<file path="src/design/dpc_pkg.sv">
// Shared constants and types for the DDR2 pin control block
package dpc_pkg;

    // Address and bank geometry
    localparam int BA_W        = 2;
    localparam int A_W         = 14;
    localparam int PRE_ALL_BIT = 10;

    // Mode register selection by bank address
    localparam logic [1:0] BANK_MR   = 2'h0;
    localparam logic [1:0] BANK_EMR1 = 2'h1;

    // Extended mode register field positions
    localparam int EMR_RTT0_BIT = 2;
    localparam int EMR_RTT1_BIT = 6;
    localparam int EMR_RDQS_BIT = 11;

    // Values after reset
    localparam logic RST_TERM_EN = 1'b0;
    localparam logic RST_RDQS_EN = 1'b0;

    // Burst length in clock crossings, read latency in rising crossings, FIFO depth in entries
    localparam int BURST_BEATS = 4;
    localparam int READ_LAT    = 3;
    localparam int FIFO_DEPTH  = 32;

    // Command code on {ras_n, cas_n, we_n}
    localparam logic [2:0] RCW_MRS = 3'h0;
    localparam logic [2:0] RCW_REF = 3'h1;
    localparam logic [2:0] RCW_PRE = 3'h2;
    localparam logic [2:0] RCW_ACT = 3'h3;
    localparam logic [2:0] RCW_WR  = 3'h4;
    localparam logic [2:0] RCW_RD  = 3'h5;

    typedef enum logic [1:0] {
        DPC_ACTIVE, DPC_PD_PRE, DPC_PD_ACT, DPC_SELF_REF
    } dpc_pwr_t;

    typedef enum logic [2:0] {
        DPC_NOP, DPC_ACT, DPC_RD, DPC_WR, DPC_PRE, DPC_REF, DPC_MRS
    } dpc_cmd_t;

endpackage

</file>
<file path="src/design/dpc_stream_if.sv">
// Valid/ready carrier between the pin logic and its write FIFO
`timescale 1ns/1ps
`default_nettype none
interface dpc_stream_if #(
    parameter int W = 8
);
    logic         in_valid;
    logic         in_ready;
    logic [W-1:0] in_data;
    logic         out_valid;
    logic         out_ready;
    logic [W-1:0] out_data;

    modport src (output in_valid, output in_data, input in_ready,
                 input out_valid, input out_data, output out_ready);
    modport fifo (input in_valid, input in_data, output in_ready,
                  output out_valid, output out_data, input out_ready);
endinterface
`default_nettype wire

</file>
<file path="src/design/dpc_pin_ctrl.sv">
// DDR2 control, termination and strobe pin logic seen from the memory
// Function
// - Sample commands on rising true-clock crossing
// - Read data changes on both crossings
// - CKE low stops buffers, drivers; clock in self refresh only
// - CKE low picks power-down or self refresh
// - Self refresh exit needs no clock
// - Power-down keeps only clock, ODT, CKE
// - Self refresh keeps only CKE receiver
// - Chip select high masks the command
// - Command from CS, RAS, CAS, WE together
// - x4/x8 terminate DQ, strobes, mask only
// - x16 terminates both byte lanes fully
// - Termination off ignores ODT pin
// - Masked write beats are discarded
// - Mask sampled on both strobe edges
// - x8 mask pin doubles as read strobe
// - Device drives strobe only with read data
// - Precharge closes one bank or all
`timescale 1ns/1ps
`default_nettype none
module dpc_pin_ctrl #(
    parameter int DQ_W  = 8,
    parameter int BURST = dpc_pkg::BURST_BEATS,
    parameter int RL    = dpc_pkg::READ_LAT,
    parameter int DEPTH = dpc_pkg::FIFO_DEPTH
) (
    input  wire logic                     sys_clk,
    input  wire logic                     rst,
    input  wire logic                     ck_t,
    input  wire logic                     ck_c,
    input  wire logic                     cke,
    input  wire logic                     cs_n,
    input  wire logic                     ras_n,
    input  wire logic                     cas_n,
    input  wire logic                     we_n,
    input  wire logic [dpc_pkg::BA_W-1:0] ba,
    input  wire logic [dpc_pkg::A_W-1:0]  addr,
    input  wire logic                     odt,
    input  wire logic                     dm,
    input  wire logic                     dqs_in,
    input  wire logic [DQ_W-1:0]          dq_in,
    output logic [DQ_W-1:0]               dq_out,
    output logic                          dq_oe,
    output logic                          dqs_out,
    output logic                          dqs_oe,
    output logic                          term_dq,
    output logic                          term_dqs,
    output logic                          term_dm,
    output logic                          term_rdqs,
    output logic                          term_upper,
    input  wire logic [DQ_W-1:0]          rd_data,
    output logic                          rd_beat,
    output logic                          wr_valid,
    input  wire logic                     wr_ready,
    output logic [DQ_W-1:0]               wr_data,
    output logic                          wr_overrun,
    output logic                          cmd_valid,
    output dpc_pkg::dpc_cmd_t             cmd_code,
    output logic [dpc_pkg::BA_W-1:0]      cmd_bank,
    output logic [dpc_pkg::A_W-1:0]       cmd_addr,
    output logic [(1<<dpc_pkg::BA_W)-1:0] bank_open,
    output dpc_pkg::dpc_pwr_t             pwr_state
);
    localparam int BANKS = 1 << dpc_pkg::BA_W;
    localparam int CW    = $clog2(BURST + 1);
    localparam int LW    = $clog2(RL + 1);

    typedef struct packed {
        logic                     ck_t;
        logic                     ck_c;
        logic                     cke;
        logic                     cs_n;
        logic                     ras_n;
        logic                     cas_n;
        logic                     we_n;
        logic                     odt;
        logic                     dm;
        logic                     dqs;
        logic [dpc_pkg::BA_W-1:0] ba;
        logic [dpc_pkg::A_W-1:0]  addr;
        logic [DQ_W-1:0]          dq;
    } dpc_pin_t;

    typedef struct packed {
        dpc_pin_t                 meta;
        dpc_pin_t                 pin;
        logic                     ck_hi;
        logic                     dqs_prev;
        dpc_pkg::dpc_pwr_t        pwr;
        logic [BANKS-1:0]         open;
        logic                     term_en;
        logic                     rdqs_en;
        logic                     odt_reg;
        logic                     cmd_valid;
        dpc_pkg::dpc_cmd_t        cmd;
        logic [dpc_pkg::BA_W-1:0] bank;
        logic [dpc_pkg::A_W-1:0]  addr;
        logic                     wr_act;
        logic [CW-1:0]            wr_cnt;
        logic                     rd_pend;
        logic [LW-1:0]            rd_wait;
        logic                     rd_act;
        logic [CW-1:0]            rd_cnt;
        logic [DQ_W-1:0]          dq_out;
        logic                     dq_oe;
        logic                     dqs_out;
        logic                     overrun;
    } dpc_st_t;

    dpc_st_t           st;
    dpc_st_t           next_st;
    dpc_pin_t          pins_now;
    dpc_pkg::dpc_cmd_t dec_cmd;
    logic              ck_seen;
    logic              rise;
    logic              fall;
    logic              cmd_take;
    logic              sr_entry;
    logic              dqs_edge;
    logic              wr_keep;
    logic              rd_go;
    logic              beat;
    logic              term_on;

    dpc_stream_if #(.W(DQ_W)) wq ();

    // All pins arrive from another domain and pass two flops first
    assign pins_now = '{ck_t: ck_t, ck_c: ck_c, cke: cke, cs_n: cs_n,
                        ras_n: ras_n, cas_n: cas_n, we_n: we_n, odt: odt,
                        dm: dm, dqs: dqs_in, ba: ba, addr: addr, dq: dq_in};

    // Clock receiver is dead in self refresh, alive in power-down
    assign ck_seen = (st.pwr != dpc_pkg::DPC_SELF_REF);
    assign rise = ck_seen & st.pin.ck_t & ~st.pin.ck_c & ~st.ck_hi;
    assign fall = ck_seen & ~st.pin.ck_t & st.pin.ck_c & st.ck_hi;

    // Command code from the three strobes sampled together
    always_comb begin
        unique case ({st.pin.ras_n, st.pin.cas_n, st.pin.we_n})
            dpc_pkg::RCW_MRS: dec_cmd = dpc_pkg::DPC_MRS;
            dpc_pkg::RCW_REF: dec_cmd = dpc_pkg::DPC_REF;
            dpc_pkg::RCW_PRE: dec_cmd = dpc_pkg::DPC_PRE;
            dpc_pkg::RCW_ACT: dec_cmd = dpc_pkg::DPC_ACT;
            dpc_pkg::RCW_WR:  dec_cmd = dpc_pkg::DPC_WR;
            dpc_pkg::RCW_RD:  dec_cmd = dpc_pkg::DPC_RD;
            default:          dec_cmd = dpc_pkg::DPC_NOP;
        endcase
    end

    // Command buffers only listen while fully active; CS high masks all
    assign cmd_take = rise & (st.pwr == dpc_pkg::DPC_ACTIVE)
                    & st.pin.cke & ~st.pin.cs_n;
    assign sr_entry = ~st.pin.cs_n & (dec_cmd == dpc_pkg::DPC_REF);

    // Strobe edges of either sense carry a write beat and its mask
    assign dqs_edge = (st.pwr == dpc_pkg::DPC_ACTIVE)
                    & (st.pin.dqs != st.dqs_prev);
    // With the read strobe option the pin is no longer a mask
    assign wr_keep  = ~(st.pin.dm & ~st.rdqs_en);
    assign wq.in_valid = st.wr_act & dqs_edge & wr_keep;
    assign wq.in_data  = st.pin.dq;

    // Read beats start on a rise and then follow every crossing
    assign rd_go = st.rd_pend & rise & (st.rd_wait == '0);
    assign beat  = rd_go | (st.rd_act & (rise | fall));

    always_comb begin
        next_st = st;
        next_st.meta = pins_now;
        next_st.pin  = st.meta;
        next_st.dqs_prev  = st.pin.dqs;
        next_st.cmd_valid = 1'b0;
        next_st.overrun   = 1'b0;
        if (rise) begin
            next_st.ck_hi   = 1'b1;
            next_st.odt_reg = st.pin.odt; // ODT still heard in power-down
        end else if (fall) begin
            next_st.ck_hi = 1'b0;
        end
        // Power state; CKE acts on the clock except for self refresh exit
        unique case (st.pwr)
            dpc_pkg::DPC_ACTIVE: begin
                if (rise && !st.pin.cke) begin
                    if (sr_entry && st.open == '0) begin
                        next_st.pwr = dpc_pkg::DPC_SELF_REF;
                    end else if (st.open != '0) begin
                        next_st.pwr = dpc_pkg::DPC_PD_ACT;
                    end else begin
                        next_st.pwr = dpc_pkg::DPC_PD_PRE;
                    end
                end
            end
            dpc_pkg::DPC_PD_PRE, dpc_pkg::DPC_PD_ACT: begin
                if (rise && st.pin.cke) begin
                    next_st.pwr = dpc_pkg::DPC_ACTIVE;
                end
            end
            dpc_pkg::DPC_SELF_REF: begin
                // No crossing is needed: the clock may be stopped here
                if (st.pin.cke) begin
                    next_st.pwr = dpc_pkg::DPC_ACTIVE;
                end
            end
        endcase
        // Accepted commands
        if (cmd_take) begin
            next_st.cmd_valid = 1'b1;
            next_st.cmd  = dec_cmd;
            next_st.bank = st.pin.ba;
            next_st.addr = st.pin.addr;
            unique case (dec_cmd)
                dpc_pkg::DPC_ACT: next_st.open[st.pin.ba] = 1'b1;
                dpc_pkg::DPC_PRE: begin
                    if (st.pin.addr[dpc_pkg::PRE_ALL_BIT]) begin
                        next_st.open = '0;
                    end else begin
                        next_st.open[st.pin.ba] = 1'b0;
                    end
                end
                dpc_pkg::DPC_MRS: begin
                    if (st.pin.ba == dpc_pkg::BANK_EMR1) begin
                        next_st.term_en = st.pin.addr[dpc_pkg::EMR_RTT0_BIT]
                                        | st.pin.addr[dpc_pkg::EMR_RTT1_BIT];
                        next_st.rdqs_en = st.pin.addr[dpc_pkg::EMR_RDQS_BIT]
                                        & (DQ_W == 8);
                    end
                end
                dpc_pkg::DPC_WR: begin
                    next_st.wr_act = 1'b1;
                    next_st.wr_cnt = '0;
                end
                dpc_pkg::DPC_RD: begin
                    next_st.rd_pend = 1'b1;
                    next_st.rd_wait = LW'(RL - 1);
                end
                default: begin
                end
            endcase
        end
        // Write window closes after a full burst of strobe edges
        if (st.wr_act && dqs_edge) begin
            next_st.wr_cnt = st.wr_cnt + 1'b1;
            if (st.wr_cnt == CW'(BURST - 1)) begin
                next_st.wr_act = 1'b0;
            end
            // The pins cannot be held off, so a full FIFO loses the beat
            if (wq.in_valid && !wq.in_ready) begin
                next_st.overrun = 1'b1;
            end
        end
        // Read latency counted in rising crossings
        if (st.rd_pend && rise) begin
            if (st.rd_wait == '0) begin
                next_st.rd_pend = 1'b0;
                next_st.rd_act  = 1'b1;
                next_st.rd_cnt  = '0;
            end else begin
                next_st.rd_wait = st.rd_wait - 1'b1;
            end
        end
        // Data and strobe change together on every crossing of a burst
        if (beat) begin
            next_st.dq_out  = rd_data;
            next_st.dq_oe   = 1'b1;
            next_st.dqs_out = rise;
            next_st.rd_cnt  = (rd_go ? CW'(0) : st.rd_cnt) + 1'b1;
            if ((rd_go ? CW'(0) : st.rd_cnt) == CW'(BURST - 1)) begin
                next_st.rd_act = 1'b0;
            end
        end else if (rise || fall) begin
            next_st.dq_oe   = 1'b0;
            next_st.dqs_out = 1'b0;
        end
        // Leaving the active state stops drivers and pending bursts
        if (next_st.pwr != dpc_pkg::DPC_ACTIVE) begin
            next_st.wr_act  = 1'b0;
            next_st.rd_pend = 1'b0;
            next_st.rd_act  = 1'b0;
            next_st.dq_oe   = 1'b0;
            next_st.dqs_out = 1'b0;
        end
    end

    // Asynchronous reset loads constants only
    always_ff @(posedge sys_clk or posedge rst) begin
        if (rst) begin
            st <= '0;
            st.term_en <= dpc_pkg::RST_TERM_EN;
            st.rdqs_en <= dpc_pkg::RST_RDQS_EN;
        end else begin
            st <= next_st;
        end
    end

    // Termination follows the registered pin only when enabled
    assign term_on    = st.odt_reg & st.term_en
                      & (st.pwr != dpc_pkg::DPC_SELF_REF);
    assign term_dq    = term_on;
    assign term_dqs   = term_on;
    assign term_dm    = term_on & ~st.rdqs_en;
    assign term_rdqs  = term_on & st.rdqs_en;
    assign term_upper = term_on & (DQ_W == 16);

    // Read and status outputs come from the state flops
    assign dq_out     = st.dq_out;
    assign dq_oe      = st.dq_oe;
    assign dqs_out    = st.dqs_out;
    assign dqs_oe     = st.dq_oe;
    assign rd_beat    = beat;
    assign wr_overrun = st.overrun;
    assign cmd_valid  = st.cmd_valid;
    assign cmd_code   = st.cmd;
    assign cmd_bank   = st.bank;
    assign cmd_addr   = st.addr;
    assign bank_open  = st.open;
    assign pwr_state  = st.pwr;

    // User side drains the FIFO; stalling it fills it toward overrun
    assign wr_valid     = wq.out_valid;
    assign wr_data      = wq.out_data;
    assign wq.out_ready = wr_ready;

    dpc_fifo #(
        .W     (DQ_W),
        .DEPTH (DEPTH)
    ) u_fifo (
        .sys_clk (sys_clk),
        .rst     (rst),
        .bus     (wq)
    );
endmodule
`default_nettype wire

</file>
<file path="src/design/dpc_fifo.sv">
// Write data FIFO with valid/ready on both sides
`timescale 1ns/1ps
`default_nettype none
module dpc_fifo #(
    parameter int W     = 8,
    parameter int DEPTH = dpc_pkg::FIFO_DEPTH
) (
    input  wire logic     sys_clk,
    input  wire logic     rst,
    dpc_stream_if.fifo    bus
);
    localparam int AW = $clog2(DEPTH);

    typedef struct packed {
        logic [AW-1:0] wp;
        logic [AW-1:0] rp;
        logic [AW:0]   cnt;
    } dpc_fifo_st_t;

    dpc_fifo_st_t st;
    dpc_fifo_st_t next_st;
    logic [W-1:0] mem [DEPTH];
    logic         push;
    logic         pop;

    // Full and empty come straight from the occupancy count
    assign bus.in_ready  = (st.cnt != (AW+1)'(DEPTH));
    assign bus.out_valid = (st.cnt != '0);
    assign bus.out_data  = mem[st.rp];
    assign push = bus.in_valid & bus.in_ready;
    assign pop  = bus.out_valid & bus.out_ready;

    // Pointers wrap naturally; depth must be a power of two
    always_comb begin
        next_st = st;
        if (push) begin
            next_st.wp = st.wp + 1'b1;
        end
        if (pop) begin
            next_st.rp = st.rp + 1'b1;
        end
        next_st.cnt = st.cnt + (AW+1)'(push) - (AW+1)'(pop);
    end

    always_ff @(posedge sys_clk or posedge rst) begin
        if (rst) begin
            st <= '0;
        end else begin
            st <= next_st;
        end
    end

    // Storage has no reset; only pointers and count need a defined value
    always_ff @(posedge sys_clk) begin
        if (push) begin
            mem[st.wp] <= bus.in_data;
        end
    end
endmodule
`default_nettype wire

</file>
<file path="config.mk">
export PLATFORM = sky130hd
export DESIGN_NAME = dpc_pin_ctrl
export DESIGN_NICKNAME = d
export VERILOG_FILES = /design/src/design/dpc_pkg.sv /design/src/design/dpc_stream_if.sv /design/src/design/dpc_pin_ctrl.sv /design/src/design/dpc_fifo.sv
export SDC_FILE = /design/constraint.sdc
export NUM_CORES = 1
export LEC_CHECK = 0
export ABC_AREA = 1
export BUFFER_PORTS_ARGS = -buffer_cell sky130_fd_sc_hd__buf_4
export CELL_PAD_IN_SITES_DETAIL_PLACEMENT = 2
export CELL_PAD_IN_SITES_GLOBAL_PLACEMENT = 2
export CORE_UTILIZATION = 39
export CTS_BUF_LIST = sky130_fd_sc_hd__clkbuf_4
export DETAILED_ROUTE_END_ITERATION = 12
export PLACE_DENSITY = 0.81
export SLEW_MARGIN = 10
export SYNTH_ARGS = -nofsm -noshare
export SYNTH_HDL_FRONTEND = slang
export SYNTH_SLANG_ARGS = --single-unit
</file>
<file path="constraint.sdc">
create_clock -name sys_clk -period 3.35 [get_ports sys_clk]
set_input_delay 0 -clock sys_clk [delete_from_list [all_inputs] [get_ports sys_clk]]
set_output_delay 0 -clock sys_clk [all_outputs]
set_load 0.01 [all_outputs]
</file>
==> impl_results.md, run 1 <==
* I/O pins at between 90 and 100
* Maximum buffer depth of the clock tree at 3
* Clock tree root buffer cell: clkbuf_4
* Max Cap Viol at 0
* Outcome: completed
* Antenna-violating nets left at 0
* Global-route wire length before repair at between 70000 and 80000 um
* Number of DRC violations after detailed routing at 0
* Unrepaired setup endpoints after global routing: no
* Total count of max-transition violations in the final report at 0
* Net count after synthesis at between 1000 and 1500
* Primary FF master, synth: edfxtp_1
* Design Power at 15.0 mW
* Total length of routed wires at a little over 50000 um
* Achievable frequency at around 0.31 GHz
* Worst vdd ir at approximately 0.45 mV
* Die Area at about 40000 um^2
* Period Utilization, post-route at between 90 and 100%
* Count of buffers added by post-CTS timing repair for setup at 0
* Count of yosys warnings during synthesis at 0
* Initial antenna violation count at 1
* Standard-cell row count at 73
* R2R depth at 8
* Clk slew on worst S/H paths at 60 ps
* Capturing point of the worst reg2reg path: u_fifo.mem[29][1]
* Launch instance of the worst register-to-register path: pwr_state[1]
* Number of buffers added by the clock tree synthesis step at ~110
* Data arrival time of the worst path at around 3600 ps
* Area used by multi-input combinational logic at approximately 3800 um^2
* Deepest level of the CTS H-tree at 3
* Floorplan Core Area at between 30000 and 40000 um^2
* Die Width at ~200 um
* Setup slack on the worst flop-to-flop path at about 170 ps
* Pwr per Cell Area at 787 nW/um^2
* Share of flip-flops with an asynchronous set or reset at 34.9%
* Synthesized area at roughly 16000 um^2
* Register cell area after layout at between 10000 and 15000 um^2
* Combinational share of power at between 30% and 40%
* CTS tree: yes
* Number of vias per cell after detailed routing at about 5.2
* Worst Clk Skew at a little over 70 ps
* Fin. Hold Viols at 0
* Height of the die at slightly above 200 um
* Instance count of the mapped netlist at ~1300
* Req. time, crit path at about 3800 ps
* Final worst path period need at 3180 ps
* Cell variety after synth at 39
* PortBufs at 96
* Area fraction of the dominant cell type after synthesis at between 40 and 50%
* Mean Syn Cell Area at between 10 and 15 um^2
* Net switching fraction of the power at between 30% and 40%
* Aggregate negative setup slack at 0 ps
* Kind of launch point of the worst setup path: flop
* Maximum fanout along the worst path at 12
* Static leakage at approximately 7.6 nW
* Sequential-to-total area share from yosys stat at between 70% and 80%
* Number of detailed-routing iterations run before antenna repair at 5
* Layout Cells excl Fill at approximately 2200
* Number of nets in the final layout at between 1500 and 2000
* Part of the power in the clock network at 29.7%
* Maximum number of pins on one net before global-route repair at 99
* Via count of the first global-routing pass at about 13000
* Startpoint of the worst setup timing path: pwr_state[1]
* Final setup violation count at 0
* Overall Global Routing Usage at 25.6%
* Critical Setup Path Class: reg2reg
* Worst setup EP type: flop
* Worst Tran Pin Value at about 1100 ps
* Hold Path Origin: wr_ready
* Detailed placement HPWL at roughly 28000 um
* Number of stages on the worst hold path at 4
* Relative slew slack at between 20% and 30%
* Hold-critical path endpoint: u_fifo.st[6]
* Clk Latency, worst-skew pair at approximately 840 ps
* Share of layout cells above drive strength 1 at around 21%
* Starting Density at 39.6%
* Via Count at roughly 11000
* Most area-consuming cells after synthesis: edfxtp_1, dfrtp_1, nor2_1
* First-iteration detailed-routing DRC count at about 640
* Classification of the worst-slack hold path: in2reg
* Fin worst setup slack at around 170 ps
* Post-synth EDFFs at between 200 and 300
* Portion of total power attributed to sequential cells at just under 40%
* Weighted congestion at the end of routability-driven global placement at roughly 0.8
* Cell type with the highest aggregate area in the netlist: edfxtp_1
* Number of clock sinks seen by CTS at 393
* Total internal power at between 9 and 10 mW
* WL per Instance at 23.8 um
* Area growth syn-to-layout at 20.5%
* Switching power summed over all nets at 5.58 mW
* Flip-flop and latch count after synthesis at a little under 400
* Number of instances in the placed design at roughly 1900
* Total congestion overflow after global routing at 0
* Number of fill cells in the layout at around 4000
* Worst slack at placement at between 300 and 400 ps
state kept, by name (all words and copies together), names as in the netlist, named ones only:
register    count
u_fifo.mem    256
st             40
next_st        35
u_fifo.st      16
cmd_addr       14
dq_out          8
wq.in_data      8
bank_open       4
cmd_code        3
cmd_bank        2
pwr_state       2
cmd_valid       1
dq_oe           1
dqs_out         1
wr_overrun      1
kinds of logic (layout without fill, tap and decap cells):
| kind of cell | after synthesis | after routing | share of synthesized area (%) |
|---|---|---|---|
| other | 1 | 2 | 0.0238 |
| xor gates and xnor gates | 10 | 10 | 0.556 |
| AOI/OAI and AO/OA | 197 | 197 | 6.90 |
| muxes | 8 | 8 | 0.619 |
| and+or+nand+nor | 531 | 531 | 14.1 |
| adders and majority gates | 22 | 22 | 1.79 |
| buffers and inverters | 163 | 466 | 5.48 |
| DFF | 393 | 393 | 70.5 |
timing repair:
| item | CTS | global route |
|---|---|---|
| resized for setup | 2 | 4 |
| setup endpoints to repair | 6 | 4 |
| hold buffers | 87 | 0 |
| endpoints found under the hold margin | 100 | 0 |
metrics by stage:
stage	hold WS [ps]	utilization [%]	cell area, um^2
after floorplan	31.4	-	15800
after global placement	109	42.0	16700
after detailed placement	110	42.0	16700
after CTS	60.7	47.7	19000
after global routing	130	47.7	19000
final	124	47.7	19000
Yosys cell counts (2+ instances only):
cell type,n
o21ai_1,27
dfrtp_1,137
nor2_1,226
buf_2,17
nor3_1,9
nand3_2,3
edfxtp_1,256
nand2_1,199
nor4_1,2
xor2_1,9
inv_2,6
a21oi_1,28
clkbuf_1,19
buf_4,44
buf_1,2
ha_1,21
nand4_1,6
buf_6,8
o22ai_1,4
nand3_1,67
inv_4,2
inv_1,64
nand2_2,9
nor2_2,2
nor2_4,2
o21ai_0,99
mux2_4,2
nand4_4,2
o211ai_1,37
nor3_2,2
mux2_2,6
layout by cell type (no fill, tap or decap), types with 2 or more instances in the layout:
cell type / instances
dlygate4sd3_1: 87
nand2_2: 9
nand4_1: 6
clkinv_1: 17
buf_4: 106
nand3_1: 67
dfrtp_1: 127
inv_2: 11
nor2_4: 2
clkinvlp_4: 2
nand2_1: 199
o22ai_1: 4
nand4_4: 2
nor2_1: 226
o21ai_0: 99
a21oi_1: 28
o21ai_1: 27
buf_12: 3
o211ai_1: 37
nor4_1: 2
dfrtp_2: 9
inv_1: 63
clkbuf_4: 173
nor3_1: 9
mux2_2: 6
mux2_4: 2
nor3_2: 2
edfxtp_1: 256
nor2_2: 2
ha_1: 21
nand3_2: 3
xor2_1: 9
how the worst max path moves through the flow:
stage                        end  slack [ps]
2_1_floorplan       u_fifo.st[4]        1020
4_1_cts               wr_data[6]          90
5_1_grt        u_fifo.mem[29][1]          20
6_report       u_fifo.mem[29][1]         170
3_5_place_dp   u_fifo.mem[29][0]         370
3_3_place_gp   u_fifo.mem[13][0]         620
routing by layer:
layer / GRT usage (%) / part of all wire (%)
met5: 0 / 0
met4: 11.4 / 3.5
met3: 4.94 / 4.2
met2: 46.9 / 54
met1: 28.6 / 39
power groups by stage:
| stage | clock network [mW] | registers [mW] | logic, mW |
|---|---|---|---|
| 3_3_place_gp | 0 | 5.95 | 4.12 |
| 5_1_grt | 4.79 | 5.96 | 5.02 |
| 3_5_place_dp | 0 | 5.97 | 4.37 |
| 2_1_floorplan | 0 | 5.73 | 3.09 |
| 4_1_cts | 4.47 | 5.89 | 4.52 |
| 6_report | 4.44 | 5.94 | 4.58 |
critical path, stage by stage (launching register included):
cell,delay (ps)
dfrtp_1,440
inv_1,160
ha_1,250
nand3_1,220
inv_2,160
nand3_2,150
inv_2,230
nand2_1,420
nor2_1,740
layout make-up:
| cell class | count | share of cell area, % |
|---|---|---|
| flip-flops and latches | 393 | 58.6 |
| multi-input cells | 769 | 19.9 |
| repair buffers | 198 | 9.22 |
| clock buffers | 173 | 6.83 |
| well taps | 525 | 3.46 |
| inverters | 73 | 1.51 |
| clock inverters | 22 | 0.454 |
| diodes | 1 | 0.0132 |
(Power assumes the default switching activity.)
==> run 2: changes to the inputs <==
- CTS_BUF_LIST: sky130_fd_sc_hd__clkbuf_4 -> sky130_fd_sc_hd__clkbuf_4 sky130_fd_sc_hd__clkbuf_8
- PLACE_DENSITY: 0.81 -> 0.76
==> impl_results.md, run 2 (synthesis results as in run 1) <==
* Count of buffers added by post-CTS timing repair for setup at 0
* Final setup violation count at 0
* Total congestion overflow after global routing at 0
* Standard-cell row count at 73
* Via Count at ~11000
* Weighted congestion at the end of routability-driven global placement at 0.787
* Pwr per Cell Area at 800 nW/um^2
* I/O pins at just under 100
* Number of DRC violations after detailed routing at 0
* Slowest-stage cell, CP: nor2_1
* Area growth syn-to-layout at 19.8%
* Clk slew on worst S/H paths at 70 ps
* Max Cap Viol at 0
* Die Area at 41200 um^2
* Flip-flop count of the largest register after layout at between 200 and 300
* Crit-path max cell delay at ~950 ps
* Worst vdd ir at about 0.48 mV
* Kind of launch point of the worst setup path: flop
* Worst Tran Pin Value at between 1000 and 1500 ps
* Period Utilization, post-route at between 90% and 100%
* Overall Global Routing Usage at between 20% and 30%
* Number of buffers added by the clock tree synthesis step at 67
* Global-route wire length before repair at just under 80000 um
* Clk Latency, worst-skew pair at approximately 660 ps
* Most frequent cells in the layout: edfxtp_1, nor2_1, nand2_1
* Data arrival time of the worst path at between 3000 and 4000 ps
* Fin worst setup slack at between 200 and 250 ps
* Number of fill cells in the layout at 3982
* First-iteration detailed-routing DRC count at around 700
* Critical Setup Path Class: reg2out
* Classification of the worst-slack hold path: in2reg
* Maximum number of pins on one net before global-route repair at ~140
* Die Width at about 200 um
* Relative slew slack at 27.8%
* Final worst path period need at 3100 ps
* Aggregate negative setup slack at 0 ps
* CTS tree: yes
* Achievable frequency at about 0.32 GHz
* Worst slack at placement at between 500 and 600 ps
* Number of clock sinks seen by CTS at 393
* Via count of the first global-routing pass at approximately 13000
* Total count of max-transition violations in the final report at 0
* R2R depth at 8
* Number of nets in the final layout at ~1600
* Floorplan Core Area at ~40000 um^2
* Worst Clk Skew at approximately 65 ps
* Clock tree root buffer cell: clkbuf_8
* Largest Register: u_fifo.mem
* Number of stages on the worst hold path at 2
* Hold slack at 47.7 ps
* Static leakage at 7.48 nW
* Detailed placement HPWL at about 28000 um
* Maximum fanout along the worst path at 20
* Critical path cell sequence: nor2_1 > inv_1 > a21oi_1 > nor2_1 > nand2_1 > nand2_1 > inv_1 > buf_4
* Total length of routed wires at 52300 um
* Number of vias per cell after detailed routing at 5.26
* Initial antenna violation count at 0
* Height of the die at slightly above 200 um
* Share of layout cells above drive strength 1 at around 18%
* Final cell utilization of the core at between 40% and 50%
* Most Crowded Layer GR: met2
* Unrepaired setup endpoints after global routing: no
* PortBufs at 96
* Antenna-violating nets left at 0
* Maximum buffer depth of the clock tree at 3
* Met3 layer usage reported by global route at 4.37%
* WL per Instance at about 25 um
* Outcome: completed
* Worst setup EP type: output pin
* Met1 usage in global routing at between 30% and 40%
* Count of antenna diodes in the layout at 0
* Starting Density at 39.6%
* Number of detailed-routing iterations run before antenna repair at 5
* Fin. Hold Viols at 0
* Global routing met2 resource utilization at 46.4%
* Most common library cell in the layout ignoring fill and taps: edfxtp_1
* Req. time, crit path at ~3400 ps
* Deepest level of the CTS H-tree at 3
## run 2: area by class of cell
type / instances / area (um^2) / share of cell area (%)
Clock buffer: 103 / 1250 / 6.61
Multi-Input combinational cell: 769 / 3790 / 20.1
Tap cell: 525 / 657 / 3.48
Clock inverter: 18 / 115 / 0.610
Inverter: 73 / 283 / 1.50
Timing Repair Buffer: 189 / 1660 / 8.79
Sequential cell: 393 / 11100 / 59.0
## run 2: path summary, 6_finish.rpt
| path | start | slack (ps) | endpoint |
|---|---|---|---|
| min in group asynchronous | rst | 80 | st[70] |
| max reg2reg | pwr_state[0] | 370 | u_fifo.mem[12][6] |
| min | dqs_in | 50 | next_st[77] |
| max | u_fifo.st[8] | 250 | wr_data[4] |
| min reg2reg | next_st[59] | 350 | wq.in_data[6] |
| max in group asynchronous | rst | 2470 | u_fifo.st[6] |
## run 2: metrics by stage
step / area, um^2 / total power [mW] / instances
after CTS: 18900 / 15.0 / 2070
after floorplan: 15800 / 8.82 / 1325
after detailed placement: 16800 / 10.4 / 1873
after global placement: 16800 / 10.2 / 1873
after global routing: 18900 / 15.8 / 2070
final: 18900 / 15.1 / 2070
## run 2: layer usage
metal,share of wire [%],vias up
met4,4.1,0
met2,52,305
met5,0,-
li1,-,4834
met1,40,5631
met3,3.9,123
## run 2: what timing repair did
action,CTS,global route
hold buffers,76,0
hold endpoints to repair,183,0
resized for setup,0,0
## run 2: report_power, final
group,internal (mW),total (mW),switching (mW)
logic,1.54,4.71,3.17
registers,5.49,5.88,0.387
clock network,2.40,4.52,2.12
total,9.43,15.1,5.67
## run 2: critical path, delay by kind of cell, from the launching register on
| kind | cells | cell delay, ps |
|---|---|---|
| flip-flops | 1 | 670 |
| buffers and inverters | 3 | 450 |
| AND/OR/NAND/NOR | 4 | 1160 |
| AO/OA/AOI/OAI | 1 | 200 |
==> run 3: changes to the inputs <==
- CORE_UTILIZATION: 39 -> 43
- HOLD_SLACK_MARGIN: default -> 0.06
- PLACE_DENSITY: 0.76 -> 0.8
- clock period: 3.35 -> 3.09 ns (I/O delays scaled with it)
==> impl_results.md, run 3 (synthesis results as in run 1) <==
* Share of layout cells above drive strength 1 at a little under a fifth
* Maximum buffer depth of the clock tree at 3
* Starting Density at between 40% and 50%
* Total count of max-transition violations in the final report at 0
* Max Cap Viol at 0
* Worst setup EP type: flop
* First-iteration detailed-routing DRC count at 1115
* Layout Cells excl Fill at about 2000
* Net switching fraction of the power at approximately two fifths
* Pwr per Cell Area at just over 900 nW/um^2
* Via Count at 11900
* Period Utilization, post-route at 101%
* Count of antenna diodes in the layout at 0
* CTS tree: yes
* Post-route standard cell area excluding fillers at between 15000 and 20000 um^2
* Total internal power at ~10 mW
* Clk slew on worst S/H paths at around 70 ps
* Worst vdd ir at around 0.5 mV
* Number of detailed-routing iterations run before antenna repair at 9
* Area growth syn-to-layout at 20.1%
* Number of instances in the placed design at between 1500 and 2000
* Critical Setup Path Class: reg2reg
* Outcome: complete, but fails checks
* Number of stages on the worst hold path at 2
* Number of nets in the final layout at 1568
* Worst Tran Pin Value at between 900 and 1000 ps
* Total length of routed wires at 64200 um
* Combinational share of power at 32.7%
* Switching power summed over all nets at 6.98 mW
* Clock tree root buffer cell: clkbuf_8
* R2R depth at 14
* Relative slew slack at 38.0%
* Global-route wire length before repair at roughly 87000 um
* Floorplan Core Area at 35800 um^2
* Static leakage at 7.52 nW
* Most common library cell in the layout ignoring fill and taps: edfxtp_1
* Overall Global Routing Usage at between 30% and 40%
* Part of the power in the clock network at between 20 and 30%
* Portion of total power attributed to sequential cells at 37.6%
* Die Width at ~190 um
* Cell area after placement at 16700 um^2
* Most frequent cells in the layout: edfxtp_1, nor2_1, nand2_1
* Via count of the first global-routing pass at around 13000
* Number of buffers added by the clock tree synthesis step at between 60 and 70
* Maximum number of pins on one net before global-route repair at around 140
* Number of fill cells in the layout at around 3300
* Number of vias per cell after detailed routing at 5.90
* Clk Latency, worst-skew pair at 640 ps
* Fin. Hold Viols at 0
* Kind of launch point of the worst setup path: flop
* Data arrival time of the worst path at ~3700 ps
* Achievable frequency at 0.320 GHz
* Final worst path period need at around 3100 ps
* Weighted congestion at the end of routability-driven global placement at approximately 0.79
* Detailed placement HPWL at approximately 30000 um
* Worst slack at placement at around 160 ps
* Fin worst setup slack at -36.8 ps
* Largest Register: u_fifo.mem
* Failing checks: DRC, setup timing
* Die Area at 37400 um^2
* Maximum fanout along the worst path at 5
* Initial antenna violation count at 0
* WL per Instance at 31.9 um
* Design Power at about 17 mW
* Standard-cell row count at between 60 and 70
* Height of the die at just under 200 um
* Req. time, crit path at around 3600 ps
* Classification of the worst-slack hold path: in2reg
* Total congestion overflow after global routing at 0
* Number of DRC violations after detailed routing at 3
* Number of clock sinks seen by CTS at slightly below 400
* Final setup violation count at 5
* Flip-flop count of the largest register after layout at approximately 260
* Deepest level of the CTS H-tree at 3
* I/O pins at between 90 and 100
* Worst Clk Skew at roughly 53 ps
* PortBufs at 96
* Antenna-violating nets left at 0
-- run 3: cell types whose count changed in the layout (fill, tap and decap cells not counted), moves of 2 or more --
| cell | change |
|---|---|
| clkinvlp_4 | +4 |
| clkinv_2 | -2 |
| inv_8 | -2 |
| buf_4 | +5 |
-- run 3: metal layers --
layer	up-vias	part of all wire, %	global-route usage (%)	wire (um)
li1	4851	-	-	-
met2	608	51	56.7	32600
met4	0	5.7	16.2	3640
met5	-	0	0	0
met1	6190	38	35.7	24200
met3	226	5.8	6.19	3730
-- run 3: power by group through the flow --
stage | registers, mW | logic, mW | clock network (mW)
4_1_cts | 6.45 | 5.00 | 4.89
3_3_place_gp | 6.50 | 4.51 | 0
6_report | 6.54 | 5.68 | 5.18
5_1_grt | 6.54 | 6.00 | 5.40
3_5_place_dp | 6.54 | 4.82 | 0
2_1_floorplan | 6.21 | 3.35 | 0
-- run 3: critical path, cell delays in order (launching register included) --
cell	delay (ps)
dfrtp_1	400
inv_1	120
ha_1	250
nand4_1	170
nand2_2	110
inv_1	240
ha_1	270
inv_1	70
ha_1	200
a21oi_1	310
nand2_1	200
nand2_1	160
nand2_1	130
a21oi_1	220
xor2_1	190
-- run 3: worst paths after layout --
check / startpoint / to / slack (ps)
max: u_fifo.st[2] / u_fifo.st[5] / -40
min: addr[5] / next_st[66] / 120
max reg2reg: u_fifo.st[2] / u_fifo.st[5] / -40
min reg2reg: next_st[68] / st[68] / 350
max in group asynchronous: rst / wq.in_data[0] / 2220
min in group asynchronous: rst / st[75] / 220
-- run 3: timing repair --
action	CTS	global route
gates resized for setup	0	10
endpoints found under the setup margin	0	187
hold endpoints to repair	182	1
hold buffers	76	1
buffers inserted	0	1
-- run 3: cell type report --
type,count,area [um^2],share of cell area (%)
clock inverters,17,116,0.615
multi-input cells,769,3810,20.1
clock buffers,104,1260,6.64
well taps,461,577,3.05
repair buffers,197,1750,9.27
flip-flops and latches,393,11100,58.8
inverters,73,284,1.50
-- run 3: stage by stage --
stage               hold WS, ps  setup TNS [ps]  utilization, %
floorplan                  31.4               0               -
global placement            109               0            46.6
detailed placement          110               0            46.6
CTS                        73.1               0            52.6
global route               94.6            -430            52.8
finish                      119           -55.6            52.8
